===== src/design/ccs_defines.vh =====
// constants for the carrier control/status register group
// assumes word-indexed register offsets as seen on the local register port
`ifndef CCS_DEFINES_VH
`define CCS_DEFINES_VH

// register offsets (word index on the register port)
`define CCS_ADDR_W 10
`define CCS_OFS_ENGINE 10'h340
`define CCS_OFS_INTCTL 10'h341
`define CCS_OFS_SLOTINFO 10'h380

// engine control word fields
`define CCS_CTL_CLR_ABORT 0
`define CCS_CTL_ENABLE 1
`define CCS_CTL_ENG_RESET 2

// engine status word fields
`define CCS_ST_ABORT 0
`define CCS_ST_ENABLE 1
`define CCS_ST_MM_INT 2
`define CCS_ST_SW_INT 3
`define CCS_ST_FWR_LSB 4
`define CCS_ST_FRD_LSB 10
`define CCS_ST_RDQ_LSB 16
`define CCS_ST_WRQ_LSB 22

// interrupt control word fields
`define CCS_IC_MM_MASK 2
`define CCS_IC_SW_INT 3

// slot information word fields
`define CCS_SI_SLOT_W 25
`define CCS_SI_CONFIG 27
`define CCS_SI_ID_LSB 28

// reset values
`define CCS_CTL_RST 3'h0
`define CCS_IC_RST 2'h0

// queue sizing
`define CCS_NUM_FIFO 6
`define CCS_QUEUE_DEPTH 4

`endif


===== src/design/ccs_pin_sync.v =====
// three-stage pin synchroniser with agreement filter
// assumes asynchronous pins; the stable copy updates when stages two and three agree
`timescale 1ns/1ps
module ccs_pin_sync #(
    parameter WIDTH = 1,
    parameter [WIDTH-1:0] RST_VAL = {WIDTH{1'b0}}
) (
    input wire i_ref_clk,
    input wire i_rstn,
    input wire [WIDTH-1:0] i_pin,
    output reg [WIDTH-1:0] o_stable_ff
);
    reg [WIDTH-1:0] s1_ff; // first stage, read only by s2
    reg [WIDTH-1:0] s2_ff; // second stage
    reg [WIDTH-1:0] s3_ff; // third stage
    reg [WIDTH-1:0] nxt_stable;
    integer k;

    // per bit: accept a change only once two settled stages agree
    always @* begin
        nxt_stable = o_stable_ff;
        for (k = 0; k < WIDTH; k = k + 1) begin
            if (s2_ff[k] == s3_ff[k]) begin
                nxt_stable[k] = s2_ff[k];
            end
        end
    end

    // shift chain and filtered copy
    always @(posedge i_ref_clk or negedge i_rstn) begin
        if (!i_rstn) begin
            s1_ff <= RST_VAL;
            s2_ff <= RST_VAL;
            s3_ff <= RST_VAL;
            o_stable_ff <= RST_VAL;
        end else begin
            s1_ff <= i_pin;
            s2_ff <= s1_ff;
            s3_ff <= s2_ff;
            o_stable_ff <= nxt_stable;
        end
    end
endmodule


===== src/design/ccs_queue_track.v =====
// occupancy trackers for a set of master-mode transfer queues
// assumes push/pop pulses from the queue engine on the same clock
`timescale 1ns/1ps
`include "ccs_defines.vh"
module ccs_queue_track #(
    parameter NUM = `CCS_NUM_FIFO,
    parameter DEPTH = `CCS_QUEUE_DEPTH
) (
    input wire i_ref_clk,
    input wire i_rstn,
    input wire i_flush,
    input wire [NUM-1:0] i_push,
    input wire [NUM-1:0] i_pop,
    output wire [NUM-1:0] o_full
);
    localparam [2:0] DEPTH_C = DEPTH[2:0];

    genvar g;
    generate
        for (g = 0; g < NUM; g = g + 1) begin : g_q
            reg [2:0] cnt_ff; // pending transfers in this queue
            reg [2:0] nxt_cnt;
            wire full = (cnt_ff == DEPTH_C);
            wire do_push = i_push[g] & ~full; // a push into a full queue is dropped
            wire do_pop = i_pop[g] & (cnt_ff != 3'h0);

            // count next value; flush empties the queue outright
            always @* begin
                nxt_cnt = cnt_ff;
                if (i_flush) begin
                    nxt_cnt = 3'h0;
                end else if (do_push & ~do_pop) begin
                    nxt_cnt = cnt_ff + 3'h1;
                end else if (do_pop & ~do_push) begin
                    nxt_cnt = cnt_ff - 3'h1;
                end
            end

            always @(posedge i_ref_clk or negedge i_rstn) begin
                if (!i_rstn) begin
                    cnt_ff <= 3'h0;
                end else begin
                    cnt_ff <= nxt_cnt;
                end
            end

            assign o_full[g] = full; // at most DEPTH entries
        end
    endgenerate
endmodule


===== src/design/ccs_regs.v =====
// control, status, interrupt and slot information registers of the carrier
// assumes the PCI target decodes accesses to word-indexed offsets and gives
// one-cycle read/write strobes; the queue engine gives pulses on this clock
// limitation: FIFO interrupt causes are levels that are not latched here, so the
// FIFO blocks must hold a cause until software has serviced it
`timescale 1ns/1ps
`include "ccs_defines.vh"
module ccs_regs #(
    parameter NUM_FIFO = `CCS_NUM_FIFO,
    parameter QUEUE_DEPTH = `CCS_QUEUE_DEPTH
) (
    input wire i_ref_clk,
    input wire i_rstn,
    input wire [`CCS_ADDR_W-1:0] i_reg_addr,
    input wire i_reg_wr,
    input wire i_reg_rd,
    input wire [31:0] i_reg_wdata,
    output reg [31:0] o_reg_rdata_ff,
    output reg o_reg_rvalid_ff,
    input wire i_mst_abort,
    input wire i_mst_done,
    input wire i_mm_int_reg_rd,
    input wire [NUM_FIFO-1:0] i_fifo_wr_int,
    input wire [NUM_FIFO-1:0] i_fifo_rd_int,
    input wire [NUM_FIFO-1:0] i_rdq_push,
    input wire [NUM_FIFO-1:0] i_rdq_pop,
    input wire [NUM_FIFO-1:0] i_wrq_push,
    input wire [NUM_FIFO-1:0] i_wrq_pop,
    input wire [`CCS_SI_SLOT_W-1:0] i_slot_info,
    input wire i_config_n,
    input wire [3:0] i_carrier_id,
    output reg o_mst_permit_ff,
    output reg o_eng_reset_ff,
    output reg o_irq_ff,
    output reg o_inta_n_o_ff,
    output reg o_inta_n_oe_ff
);
    // control word storage
    reg clr_abort_ff; // clear-abort control bit
    reg enable_ff; // global master transfer enable
    reg eng_reset_ff; // engine reset control bit
    // interrupt control word storage
    reg mm_mask_ff; // completion interrupt enable
    reg sw_int_ff; // software interrupt request
    // hardware status flags
    reg abort_ff; // master abort received
    reg mm_int_ff; // transfer completion pending
    reg [NUM_FIFO-1:0] fwr_int_ff; // registered FIFO write interrupts
    reg [NUM_FIFO-1:0] frd_int_ff; // registered FIFO read interrupts

    reg nxt_clr_abort;
    reg nxt_enable;
    reg nxt_eng_reset;
    reg nxt_mm_mask;
    reg nxt_sw_int;
    reg nxt_abort;
    reg nxt_mm_int;
    reg [31:0] nxt_rdata;
    reg [31:0] status_word;
    reg [31:0] intctl_word;
    reg [31:0] slot_word;

    wire [NUM_FIFO-1:0] rdq_full;
    wire [NUM_FIFO-1:0] wrq_full;
    wire [`CCS_SI_SLOT_W-1:0] slot_stable;
    wire config_stable_n;
    wire [3:0] id_stable;
    wire irq_any;

    // offset match, shared by both write decodes
    function ccs_addr_hit;
        input [`CCS_ADDR_W-1:0] addr;
        input [`CCS_ADDR_W-1:0] ofs;
        begin
            ccs_addr_hit = (addr == ofs);
        end
    endfunction

    // decoded write strobes
    wire wr_engine = i_reg_wr & ccs_addr_hit(i_reg_addr, `CCS_OFS_ENGINE);
    wire wr_intctl = i_reg_wr & ccs_addr_hit(i_reg_addr, `CCS_OFS_INTCTL);
    // the flag clears only on the 1->0 step, so a driver that leaves the bit at one
    // keeps transfers blocked; this matches the one-then-zero recovery sequence
    // falling edge of the clear-abort bit finishes the recovery handshake
    wire clr_abort_fall = clr_abort_ff & ~nxt_clr_abort;

    // read and write queue occupancy
    // both directions share one flush: engine reset empties every queue at once
    ccs_queue_track #(
        .NUM(NUM_FIFO),
        .DEPTH(QUEUE_DEPTH)
    ) u_rdq (
        .i_ref_clk(i_ref_clk),
        .i_rstn(i_rstn),
        .i_flush(eng_reset_ff),
        .i_push(i_rdq_push),
        .i_pop(i_rdq_pop),
        .o_full(rdq_full)
    );

    ccs_queue_track #(
        .NUM(NUM_FIFO),
        .DEPTH(QUEUE_DEPTH)
    ) u_wrq (
        .i_ref_clk(i_ref_clk),
        .i_rstn(i_rstn),
        .i_flush(eng_reset_ff),
        .i_push(i_wrq_push),
        .i_pop(i_wrq_pop),
        .o_full(wrq_full)
    );

    // trade-off: three stages delay strap changes by a few cycles, which software
    // never notices, in exchange for a copy that cannot go metastable
    // board straps arrive from pins; reset values are the idle "not fitted" sense
    ccs_pin_sync #(
        .WIDTH(`CCS_SI_SLOT_W + 5),
        .RST_VAL({(`CCS_SI_SLOT_W + 5){1'b1}})
    ) u_pins (
        .i_ref_clk(i_ref_clk),
        .i_rstn(i_rstn),
        .i_pin({i_carrier_id, i_config_n, i_slot_info}),
        .o_stable_ff({id_stable, config_stable_n, slot_stable})
    );

    // control word next state; bits above 2 are not stored at all
    always @* begin
        nxt_clr_abort = clr_abort_ff;
        nxt_enable = enable_ff;
        nxt_eng_reset = eng_reset_ff;
        if (wr_engine) begin
            nxt_clr_abort = i_reg_wdata[`CCS_CTL_CLR_ABORT];
            nxt_enable = i_reg_wdata[`CCS_CTL_ENABLE];
            nxt_eng_reset = i_reg_wdata[`CCS_CTL_ENG_RESET];
        end
    end

    // only bits 2 and 3 are stored; every other bit reads back as zero
    // interrupt control word next state
    always @* begin
        nxt_mm_mask = mm_mask_ff;
        nxt_sw_int = sw_int_ff;
        if (wr_intctl) begin
            nxt_mm_mask = i_reg_wdata[`CCS_IC_MM_MASK];
            nxt_sw_int = i_reg_wdata[`CCS_IC_SW_INT]; // stays until software clears
        end
    end

    // both flags are sticky; a status read alone never clears them
    // sticky status flags; a new event in the clearing cycle wins
    always @* begin
        nxt_abort = abort_ff;
        if (clr_abort_fall) begin
            nxt_abort = 1'b0;
        end
        if (i_mst_abort) begin
            nxt_abort = 1'b1;
        end
        nxt_mm_int = mm_int_ff;
        if (i_mm_int_reg_rd) begin
            nxt_mm_int = 1'b0;
        end
        if (i_mst_done) begin
            nxt_mm_int = 1'b1;
        end
    end

    // status word assembly, unused upper bits read zero
    always @* begin
        status_word = 32'h0000_0000;
        status_word[`CCS_ST_ABORT] = abort_ff;
        status_word[`CCS_ST_ENABLE] = enable_ff;
        status_word[`CCS_ST_MM_INT] = mm_int_ff;
        status_word[`CCS_ST_SW_INT] = sw_int_ff;
        status_word[`CCS_ST_FWR_LSB +: NUM_FIFO] = fwr_int_ff;
        status_word[`CCS_ST_FRD_LSB +: NUM_FIFO] = frd_int_ff;
        status_word[`CCS_ST_RDQ_LSB +: NUM_FIFO] = rdq_full;
        status_word[`CCS_ST_WRQ_LSB +: NUM_FIFO] = wrq_full;
    end

    // interrupt control readback, other bits zero
    always @* begin
        intctl_word = 32'h0000_0000;
        intctl_word[`CCS_IC_MM_MASK] = mm_mask_ff;
        intctl_word[`CCS_IC_SW_INT] = sw_int_ff;
    end

    // slot info: pin sense is passed as is, so low means fitted etc.
    always @* begin
        slot_word = 32'h0000_0000;
        slot_word[`CCS_SI_SLOT_W-1:0] = slot_stable;
        slot_word[`CCS_SI_CONFIG] = config_stable_n;
        slot_word[`CCS_SI_ID_LSB +: 4] = id_stable;
    end

    // writes to the slot word or unmapped offsets fall through and change nothing
    // read mux; unmapped offsets answer zero
    always @* begin
        case (i_reg_addr)
            `CCS_OFS_ENGINE: nxt_rdata = status_word;
            `CCS_OFS_INTCTL: nxt_rdata = intctl_word;
            `CCS_OFS_SLOTINFO: nxt_rdata = slot_word;
            default: nxt_rdata = 32'h0000_0000;
        endcase
    end

    // one line from all sources; the completion source is gated by its mask
    assign irq_any = (mm_int_ff & mm_mask_ff) | sw_int_ff | (|fwr_int_ff) | (|frd_int_ff);

    // control and interrupt words: cleared by bus reset
    always @(posedge i_ref_clk or negedge i_rstn) begin
        if (!i_rstn) begin
            clr_abort_ff <= 1'b0;
            enable_ff <= 1'b0;
            eng_reset_ff <= 1'b0;
            mm_mask_ff <= 1'b0;
            sw_int_ff <= 1'b0;
        end else begin
            clr_abort_ff <= nxt_clr_abort;
            enable_ff <= nxt_enable;
            eng_reset_ff <= nxt_eng_reset;
            mm_mask_ff <= nxt_mm_mask;
            sw_int_ff <= nxt_sw_int;
        end
    end

    // status flags; FIFO causes are registered to keep the line glitch free
    always @(posedge i_ref_clk or negedge i_rstn) begin
        if (!i_rstn) begin
            abort_ff <= 1'b0;
            mm_int_ff <= 1'b0;
            fwr_int_ff <= {NUM_FIFO{1'b0}};
            frd_int_ff <= {NUM_FIFO{1'b0}};
        end else begin
            abort_ff <= nxt_abort;
            mm_int_ff <= nxt_mm_int;
            fwr_int_ff <= i_fifo_wr_int;
            frd_int_ff <= i_fifo_rd_int;
        end
    end

    // permit is taken from next-state values so it drops on the same edge that
    // registers an abort, leaving no cycle in which a new transfer could start
    // engine controls: permit needs enable, no abort pending and no reset
    always @(posedge i_ref_clk or negedge i_rstn) begin
        if (!i_rstn) begin
            o_mst_permit_ff <= 1'b0;
            o_eng_reset_ff <= 1'b0;
        end else begin
            o_mst_permit_ff <= nxt_enable & ~nxt_abort & ~nxt_eng_reset;
            o_eng_reset_ff <= nxt_eng_reset; // aborts transfer in flight
        end
    end

    // the pin data is tied low and only the enable toggles, which lets the line
    // be shared with other wire-ORed sources on the bus
    // interrupt line: open drain, only ever pulled low
    always @(posedge i_ref_clk or negedge i_rstn) begin
        if (!i_rstn) begin
            o_irq_ff <= 1'b0;
            o_inta_n_o_ff <= 1'b0;
            o_inta_n_oe_ff <= 1'b0;
        end else begin
            o_irq_ff <= irq_any;
            o_inta_n_o_ff <= 1'b0;
            o_inta_n_oe_ff <= irq_any;
        end
    end

    // read data are held after the strobe so a slow host may sample them late
    // registered read answer one cycle after the strobe
    always @(posedge i_ref_clk or negedge i_rstn) begin
        if (!i_rstn) begin
            o_reg_rdata_ff <= 32'h0000_0000;
            o_reg_rvalid_ff <= 1'b0;
        end else begin
            o_reg_rvalid_ff <= i_reg_rd;
            if (i_reg_rd) begin
                o_reg_rdata_ff <= nxt_rdata;
            end
        end
    end
endmodule


===== config.mk =====
export PLATFORM = sky130hd
export DESIGN_NAME = ccs_regs
export DESIGN_NICKNAME = d
export VERILOG_FILES = /design/src/design/ccs_pin_sync.v /design/src/design/ccs_queue_track.v /design/src/design/ccs_regs.v
export VERILOG_INCLUDE_DIRS = /design/src /design/src/design
export SDC_FILE = /design/constraint.sdc
export NUM_CORES = 1
export LEC_CHECK = 0
export BUFFER_PORTS_ARGS = -buffer_cell sky130_fd_sc_hd__buf_2
export CORE_UTILIZATION = 56
export DETAILED_ROUTE_END_ITERATION = 10
export GPL_TIMING_DRIVEN = 0
export HOLD_SLACK_MARGIN = 0.08
export MAX_ROUTING_LAYER = met4
export PLACE_DENSITY = 0.85
export SLEW_MARGIN = 15
export SYNTH_ARGS = -nofsm -noshare
export SYNTH_HDL_FRONTEND = slang
export SYNTH_SLANG_ARGS = --single-unit

===== constraint.sdc =====
create_clock -name i_ref_clk -period 2.46 [get_ports i_ref_clk]
set_clock_uncertainty 0.15 [all_clocks]
set_input_delay 0.123 -clock i_ref_clk [delete_from_list [all_inputs] [get_ports i_ref_clk]]
set_output_delay 0.123 -clock i_ref_clk [all_outputs]
set_load 0.02 [all_outputs]

==> impl_metrics.py, run 1 <==
metrics = {
    "status": {
        "status": "completed",
    },
    "floorplan": {
        "core.rowCount": 46,
        "pin_count": 153,
        "die_w_um": 130,
        "design.core.area_um2": 16000,
        "start_util": 0.576,
        "die_area_um2": 17000,
        "die_h_um": 130,
    },
    "worst_setup_path": {
        "crit_type": "reg2reg",
        "cp_max_fo": 6,
        "crit_path_start_kind": "flop",
        "cp.required_ns": 2.69,
        "regToRegStartpoint": "u_wrq.g_q[2].cnt_ff[0]$_DFFE_PN0P_",
        "crit_arrival_ns": 2.56,
        "r2r_cells": 7,
        "rr_endpoint": "u_wrq.g_q[2].cnt_ff[1]$_DFFE_PN0P_",
        "reg2reg_slack_ns": 0.14,
        "cp-end-kind": "flop",
    },
    "synth": {
        "netlist-cell-type-count": 63,
        "synth_top_flop_cell": "dfstp_2",
        "synth_edf_count": 0,
        "synth_fp_nets": 888,
        "synth_area_um2": 9220,
        "synth_seq_cells": 210,
        "syn-instance-count": 761,
        "ys_seq_area_frac": 0.587,
        "avgSynthCellArea_um2": 12.1,
        "synthArstFlopShare": 1.00,
        "yosys_warnings": 0,
    },
    "place": {
        "dp_slack_ns": 0.0933,
        "dp_hpwl_um": 12400,
        "place_congestion": 0.827,
        "port_buffers": 111,
    },
    "sta": {
        "post-route-min-period_ns": 2.32,
        "final-max-slew-violation-count": 0,
        "rsz0062_at_grt": "no",
        "setup_slack_ns": 0.137,
        "slew_headroom": 0.322,
        "clock.fmax_mhz": 431,
        "holdWs_ns": 0.0901,
        "finalSetupViolCount": 0,
        "hold_viol_final": 0,
        "fin_crit_sh": 0.944,
        "worst_pin_slew_ns": 1.02,
    },
    "power_and_ir_drop": {
        "peakVddDrop_v": 0.000860,
        "power.density_nw_per_um2": 950,
        "cellLeakagePower_nw": 5.04,
    },
    "global_route": {
        "grt_pass1_wl_um": 35800,
        "antenna_found_initial": 0,
        "grt_use_total": 0.282,
        "grt_pass1_vias": 7094,
        "grt_overflow": 0,
        "grt_max_degree": 107,
    },
    "clock_network": {
        "clock_latency_ns": 0.51,
        "numCtsBuffers": 22,
        "cts-root-buf": "clkbuf_16",
        "clockBufferDepth": 3,
        "ctsHtreeMaxLevel": 1,
        "cts_tree": "yes",
        "clkSinkCount": 210,
        "clk_pin_slew_ns": 0.06,
    },
    "route": {
        "antenna_left": 0,
        "vias": 6957,
        "via_per_inst": 5.67,
        "routed_wl_um": 22500,
        "drt_iter0_drc": 282,
        "avgRoutedWirePerCell_um": 18.4,
        "drc": 0,
        "firstDrtPassIters": 4,
    },
    "hold_path": {
        "hold_class": "in2async",
    },
    "finish": {
        "syn2layout_area_growth_pct": 28.3,
        "insertedDiodeCount": 0,
        "drive_above_1_share": 0.354,
        "finish.utilization": 0.739,
        "final_nets": 1121,
    },
    "flow_run": {
        "max-cap-violations": 0,
    },
}
## synthesized netlist by cell type, types with 3 or more instances
cell type  number  area (µm²)
a21oi_1        47         235
nor2b_1         3        18.8
buf_4           3        22.5
a32oi_1        10        87.6
maj3_1         30         300
mux2i_1        10         100
inv_1          39         146
fa_1           12         240
buf_2          28         140
a31oi_1        14        87.6
o2bb2ai_1       6        52.6
dfrtp_1        90        2250
a221oi_1        9        78.8
nand2_1        27         101
and3_1          3        18.8
nor3b_1        10        75.1
nor2_1         57         214
a22o_1          4        35.0
a2111oi_0      11        96.3
clkbuf_1       19        71.3
o21ai_0        47         235
a22oi_1        15         113
xor2_1         21         184
a31o_2          8        70.1
o22ai_1        10        62.6
nand3_1        17        85.1
nor3_1          4        20.0
xnor2_1        12         105
o2bb2ai_2      20         300
dfstp_2       120        3150
nand2b_1        4        25.0
a21boi_0       11        82.6
mux2_4          3        45.0
## repair_timing
item / 4_1_cts / 5_1_grt
endpoints found under the setup margin: 0 / 14
buffers inserted: 0 / 2
hold endpoints to repair: 205 / 10
gates resized for setup: 0 / 29
hold buffers: 94 / 3
## state kept, by name, summed over array words and instances, names as in the netlist, 6 cells and up
register / flops
u_pins.s3_ff: 30
o_reg_rdata_ff: 32
u_pins.o_stable_ff: 30
fwr_int_ff: 6
u_pins.s1_ff: 30
u_pins.s2_ff: 30
u_wrq.g_q.cnt_ff: 18
frd_int_ff: 6
u_rdq.g_q.cnt_ff: 18
## report_power, final
| group | leakage, nW | switching [mW] | total, mW | internal [mW] |
|---|---|---|---|---|
| clock network | 0.355 | 1.39 | 3.41 | 2.02 |
| logic | 2.30 | 1.80 | 3.37 | 1.57 |
| registers | 2.39 | 0.440 | 4.45 | 4.01 |
| total | 5.04 | 3.63 | 11.2 | 7.61 |
## worst max-delay path, cell delays in order, from the launching register on
cell and delay, ns:
dfrtp_2 0.46, nor2_1 0.26, a21oi_2 0.10, fa_1 0.47, a31o_2 0.23, a21oi_1 0.14
o21ai_0 0.12, a221oi_1 0.29
## worst max path at each step
stage,to,slack (ns),from
2_1_floorplan,u_wrq.g_q[4].cnt_ff[1]$_DFFE_PN0P_,0.30,u_wrq.g_q[4].cnt_ff[0]$_DFFE_PN0P_
3_3_place_gp,frd_int_ff[3]$_DFF_PN0_,-2.21,i_rstn
3_5_place_dp,u_wrq.g_q[0].cnt_ff[1]$_DFFE_PN0P_,0.09,u_wrq.g_q[0].cnt_ff[0]$_DFFE_PN0P_
4_1_cts,u_wrq.g_q[0].cnt_ff[1]$_DFFE_PN0P_,0.02,u_wrq.g_q[0].cnt_ff[0]$_DFFE_PN0P_
5_1_grt,u_rdq.g_q[5].cnt_ff[1]$_DFFE_PN0P_,0.0005,u_rdq.g_q[5].cnt_ff[1]$_DFFE_PN0P_
6_report,u_wrq.g_q[2].cnt_ff[1]$_DFFE_PN0P_,0.14,u_wrq.g_q[2].cnt_ff[0]$_DFFE_PN0P_
## cells by family after synthesis
logic type,after synthesis,synth area share
AND/OR/NAND/NOR,140,0.0779
XOR/XNOR,33,0.0314
adder cells (fa/ha/maj),42,0.0587
buffers and inverters,92,0.0441
flip-flops,210,0.587
multiplexers,15,0.0182
other,1,0.000407
AO/OA/AOI/OAI,228,0.183
## stage by stage
stage / power (mW) / std cells / TNS (ns) / area, µm²
floorplan: 6.90 / 761 / 0 / 9220
global placement: 7.44 / 1088 / -315.71 / 10000
detailed placement: 7.61 / 1089 / 0 / 10100
CTS: 11.1 / 1223 / 0 / 11800
global route: 11.9 / 1226 / 0 / 11800
finish: 11.2 / 1226 / 0 / 11800
## cells in the final DEF, fill, tap and decap left out, types with 20 or more instances in the layout
cell type / synthesis / routed
xor2_1: 21 / 21
nand2_1: 27 / 27
clkbuf_1: 19 / 20
buf_2: 28 / 138
a21oi_1: 47 / 45
dfstp_2: 120 / 120
o2bb2ai_2: 20 / 20
clkbuf_16: 0 / 22
maj3_1: 30 / 30
dlygate4sd3_1: 0 / 96
dfrtp_1: 90 / 85
inv_1: 39 / 39
nor2_1: 57 / 56
o21ai_0: 47 / 43
## final cells by class
| type | count | area (µm²) |
|---|---|---|
| Inverter | 40 | 150 |
| Tap cell | 216 | 270 |
| Multi-Input combinational cell | 459 | 3420 |
| Timing Repair Buffer | 210 | 1570 |
| Clock inverter | 8 | 143 |
| Fill cell | 1022 | 4170 |
| Sequential cell | 210 | 5410 |
| Clock buffer | 32 | 598 |
| Buffer | 51 | 262 |
## routing by layer
metal | vias up | part of all wire | global-route usage
met5 | - | 0 | -
met4 | 0 | 0.025 | 0.0834
met3 | 51 | 0.051 | 0.0496
met2 | 224 | 0.51 | 0.481
met1 | 3482 | 0.41 | 0.342
li1 | 3200 | - | -
Note: power is estimated with default switching activity, not from simulation.
==> run 2, diff against run 1 <==
--- a/config.mk
+++ b/config.mk
@@ -13,7 +13,6 @@
 export HOLD_SLACK_MARGIN = 0.08
 export MAX_ROUTING_LAYER = met4
 export PLACE_DENSITY = 0.85
-export SLEW_MARGIN = 15
 export SYNTH_ARGS = -nofsm -noshare
 export SYNTH_HDL_FRONTEND = slang
 export SYNTH_SLANG_ARGS = --single-unit
==> constraint.sdc (replaced) <==
create_clock -name i_ref_clk -period 2.46 [get_ports i_ref_clk]
set_clock_uncertainty 0.15 [all_clocks]
set_input_delay 0.246 -clock i_ref_clk [delete_from_list [all_inputs] [get_ports i_ref_clk]]
set_output_delay 0.246 -clock i_ref_clk [all_outputs]
set_load 0.02 [all_outputs]
==> impl_metrics.py, run 2 (same netlist as run 1, synthesis figures left out) <==
metrics = {
    "status": {
        "status": "completed",
    },
    "sta": {
        "final-max-slew-violation-count": 0,
        "finalSetupViolCount": 0,
        "rsz0062_at_grt": "yes",
        "hold_viol_final": 0,
        "fin_crit_sh": 0.962,
        "tns_ns": 0,
        "setup_slack_ns": 0.0933,
        "worst_pin_slew_ns": 0.952,
        "clock.fmax_mhz": 423,
        "slew_headroom": 0.365,
        "post-route-min-period_ns": 2.37,
    },
    "clock_network": {
        "clkSinkCount": 210,
        "clockBufferDepth": 3,
        "cts_tree": "yes",
        "ctsHtreeMaxLevel": 1,
        "clock_latency_ns": 0.51,
        "cts-root-buf": "clkbuf_16",
        "clk_pin_slew_ns": 0.06,
        "numCtsBuffers": 22,
    },
    "floorplan": {
        "die_h_um": 130,
        "pin_count": 153,
        "core.rowCount": 46,
        "die_w_um": 130,
        "die_area_um2": 17000,
        "start_util": 0.576,
        "design.core.area_um2": 16000,
    },
    "route": {
        "drc": 0,
        "antenna_left": 0,
        "vias": 6912,
        "drt_iter0_drc": 307,
        "routed_wl_um": 22100,
        "avgRoutedWirePerCell_um": 18.2,
        "via_per_inst": 5.70,
        "firstDrtPassIters": 5,
    },
    "worst_setup_path": {
        "reg2reg_slack_ns": 0.13,
        "path_cells": "dlygate4sd3_1 -> buf_2 -> buf_2 -> o21ai_0 -> nand2_1 -> a21oi_2 -> fa_1 -> a31o_2 -> a21oi_1 -> o21ai_0 -> a221oi_1",
        "crit_type": "in2reg",
        "cp_max_fo": 10,
        "crit_path_start_kind": "primary input",
        "crit_family": "compound AO/OA/AOI/OAI gates",
        "crit_arrival_ns": 2.61,
        "cp-end-kind": "flop",
        "cp.required_ns": 2.71,
        "worst_path_max_delay_cell": "dlygate4sd3_1",
        "cpPeakStageDelay_ns": 0.54,
        "crit_buf_inv": 3,
    },
    "finish": {
        "ff_latch_area_um2": 5410,
        "top_register": "o_reg_rdata_ff",
        "finish.utilization": 0.731,
        "layout.cells.non_filler": 1212,
        "final_cell_mix": "buf_2, dfstp_2, dfrtp_1",
        "final_common_cell": "buf_2",
        "final_nets": 1107,
        "largest_reg_flops": 32,
        "fillers": 1047,
        "insertedDiodeCount": 0,
        "multi_input_area_um2": 3440,
        "syn2layout_area_growth_pct": 27.0,
        "drive_above_1_share": 0.358,
    },
    "flow_run": {
        "max-cap-violations": 0,
    },
    "global_route": {
        "antenna_found_initial": 0,
        "grt_overflow": 0,
        "grt_max_degree": 107,
        "grt_pass1_vias": 7023,
        "grt_pass1_wl_um": 35300,
        "grt_use_total": 0.279,
    },
    "place": {
        "dp_hpwl_um": 12400,
        "dp_slack_ns": -0.0256,
        "dp.cells": 1089,
        "port_buffers": 111,
        "place_congestion": 0.827,
    },
    "power_and_ir_drop": {
        "total_power_mw": 11.2,
        "peakVddDrop_v": 0.000807,
        "cellLeakagePower_nw": 4.98,
        "power.density_nw_per_um2": 961,
    },
    "hold_path": {
        "hold_class": "in2reg",
    },
}
[run 2: repair_timing]
action,CTS,global route
endpoints found under the setup margin,0,12
endpoints found under the hold margin,196,0
buffers inserted,0,1
resized for setup,0,27
hold buffers,83,0
[run 2: worst paths after layout]
path	startpoint	endpoint	depth (start not counted)
max	i_wrq_pop[5]	u_wrq.g_q[5].cnt_ff[1]$_DFFE_PN0P_	11
min	i_wrq_pop[3]	u_wrq.g_q[3].cnt_ff[1]$_DFFE_PN0P_	4
max reg2reg	u_rdq.g_q[3].cnt_ff[1]$_DFFE_PN0P_	u_rdq.g_q[3].cnt_ff[1]$_DFFE_PN0P_	7
min reg2reg	u_pins.s1_ff[24]$_DFF_PN1_	u_pins.s2_ff[24]$_DFF_PN1_	0
max in group asynchronous	i_rstn	u_wrq.g_q[4].cnt_ff[0]$_DFFE_PN0P_	3
min in group asynchronous	i_rstn	u_rdq.g_q[5].cnt_ff[0]$_DFFE_PN0P_	2
[run 2: worst reg2reg max path, cell delays in order, from the launching register on]
cell and delay, ns:
dfrtp_1 0.43, nor2_1 0.27, a21oi_2 0.11, fa_1 0.49
a31o_2 0.23, a21oi_1 0.10, o21ai_0 0.12, a221oi_1 0.32
[run 2: power by group]
group	internal (mW)	total [mW]	switching, mW
Clock	2.03	3.41	1.39
Sequential	4.01	4.45	0.437
Combinational	1.57	3.38	1.81
[run 2: stage by stage]
step           area, µm²  hold slack [ns]
2_1_floorplan       9220           -0.200
4_1_cts            11600           0.0822
6_report           11700           0.0878
5_1_grt            11700            0.102
3_3_place_gp       10000            0.195
3_5_place_dp       10100            0.176
[run 2: per-layer routing]
| layer | up-vias | global-route usage | wire (µm) |
|---|---|---|---|
| met3 | 54 | 0.0398 | 1160 |
| met4 | 0 | 0.0923 | 586 |
| li1 | 3165 | - | - |
| met5 | - | - | 0 |
| met1 | 3441 | 0.337 | 8890 |
| met2 | 252 | 0.482 | 11500 |
[run 2: final cells by class]
class,instances,area share
Clock inverter,8,0.0122
Multi-Input combinational cell,459,0.294
Sequential cell,210,0.462
Inverter,40,0.0128
Buffer,51,0.0220
Clock buffer,32,0.0511
Timing Repair Buffer,196,0.122
Tap cell,216,0.0231
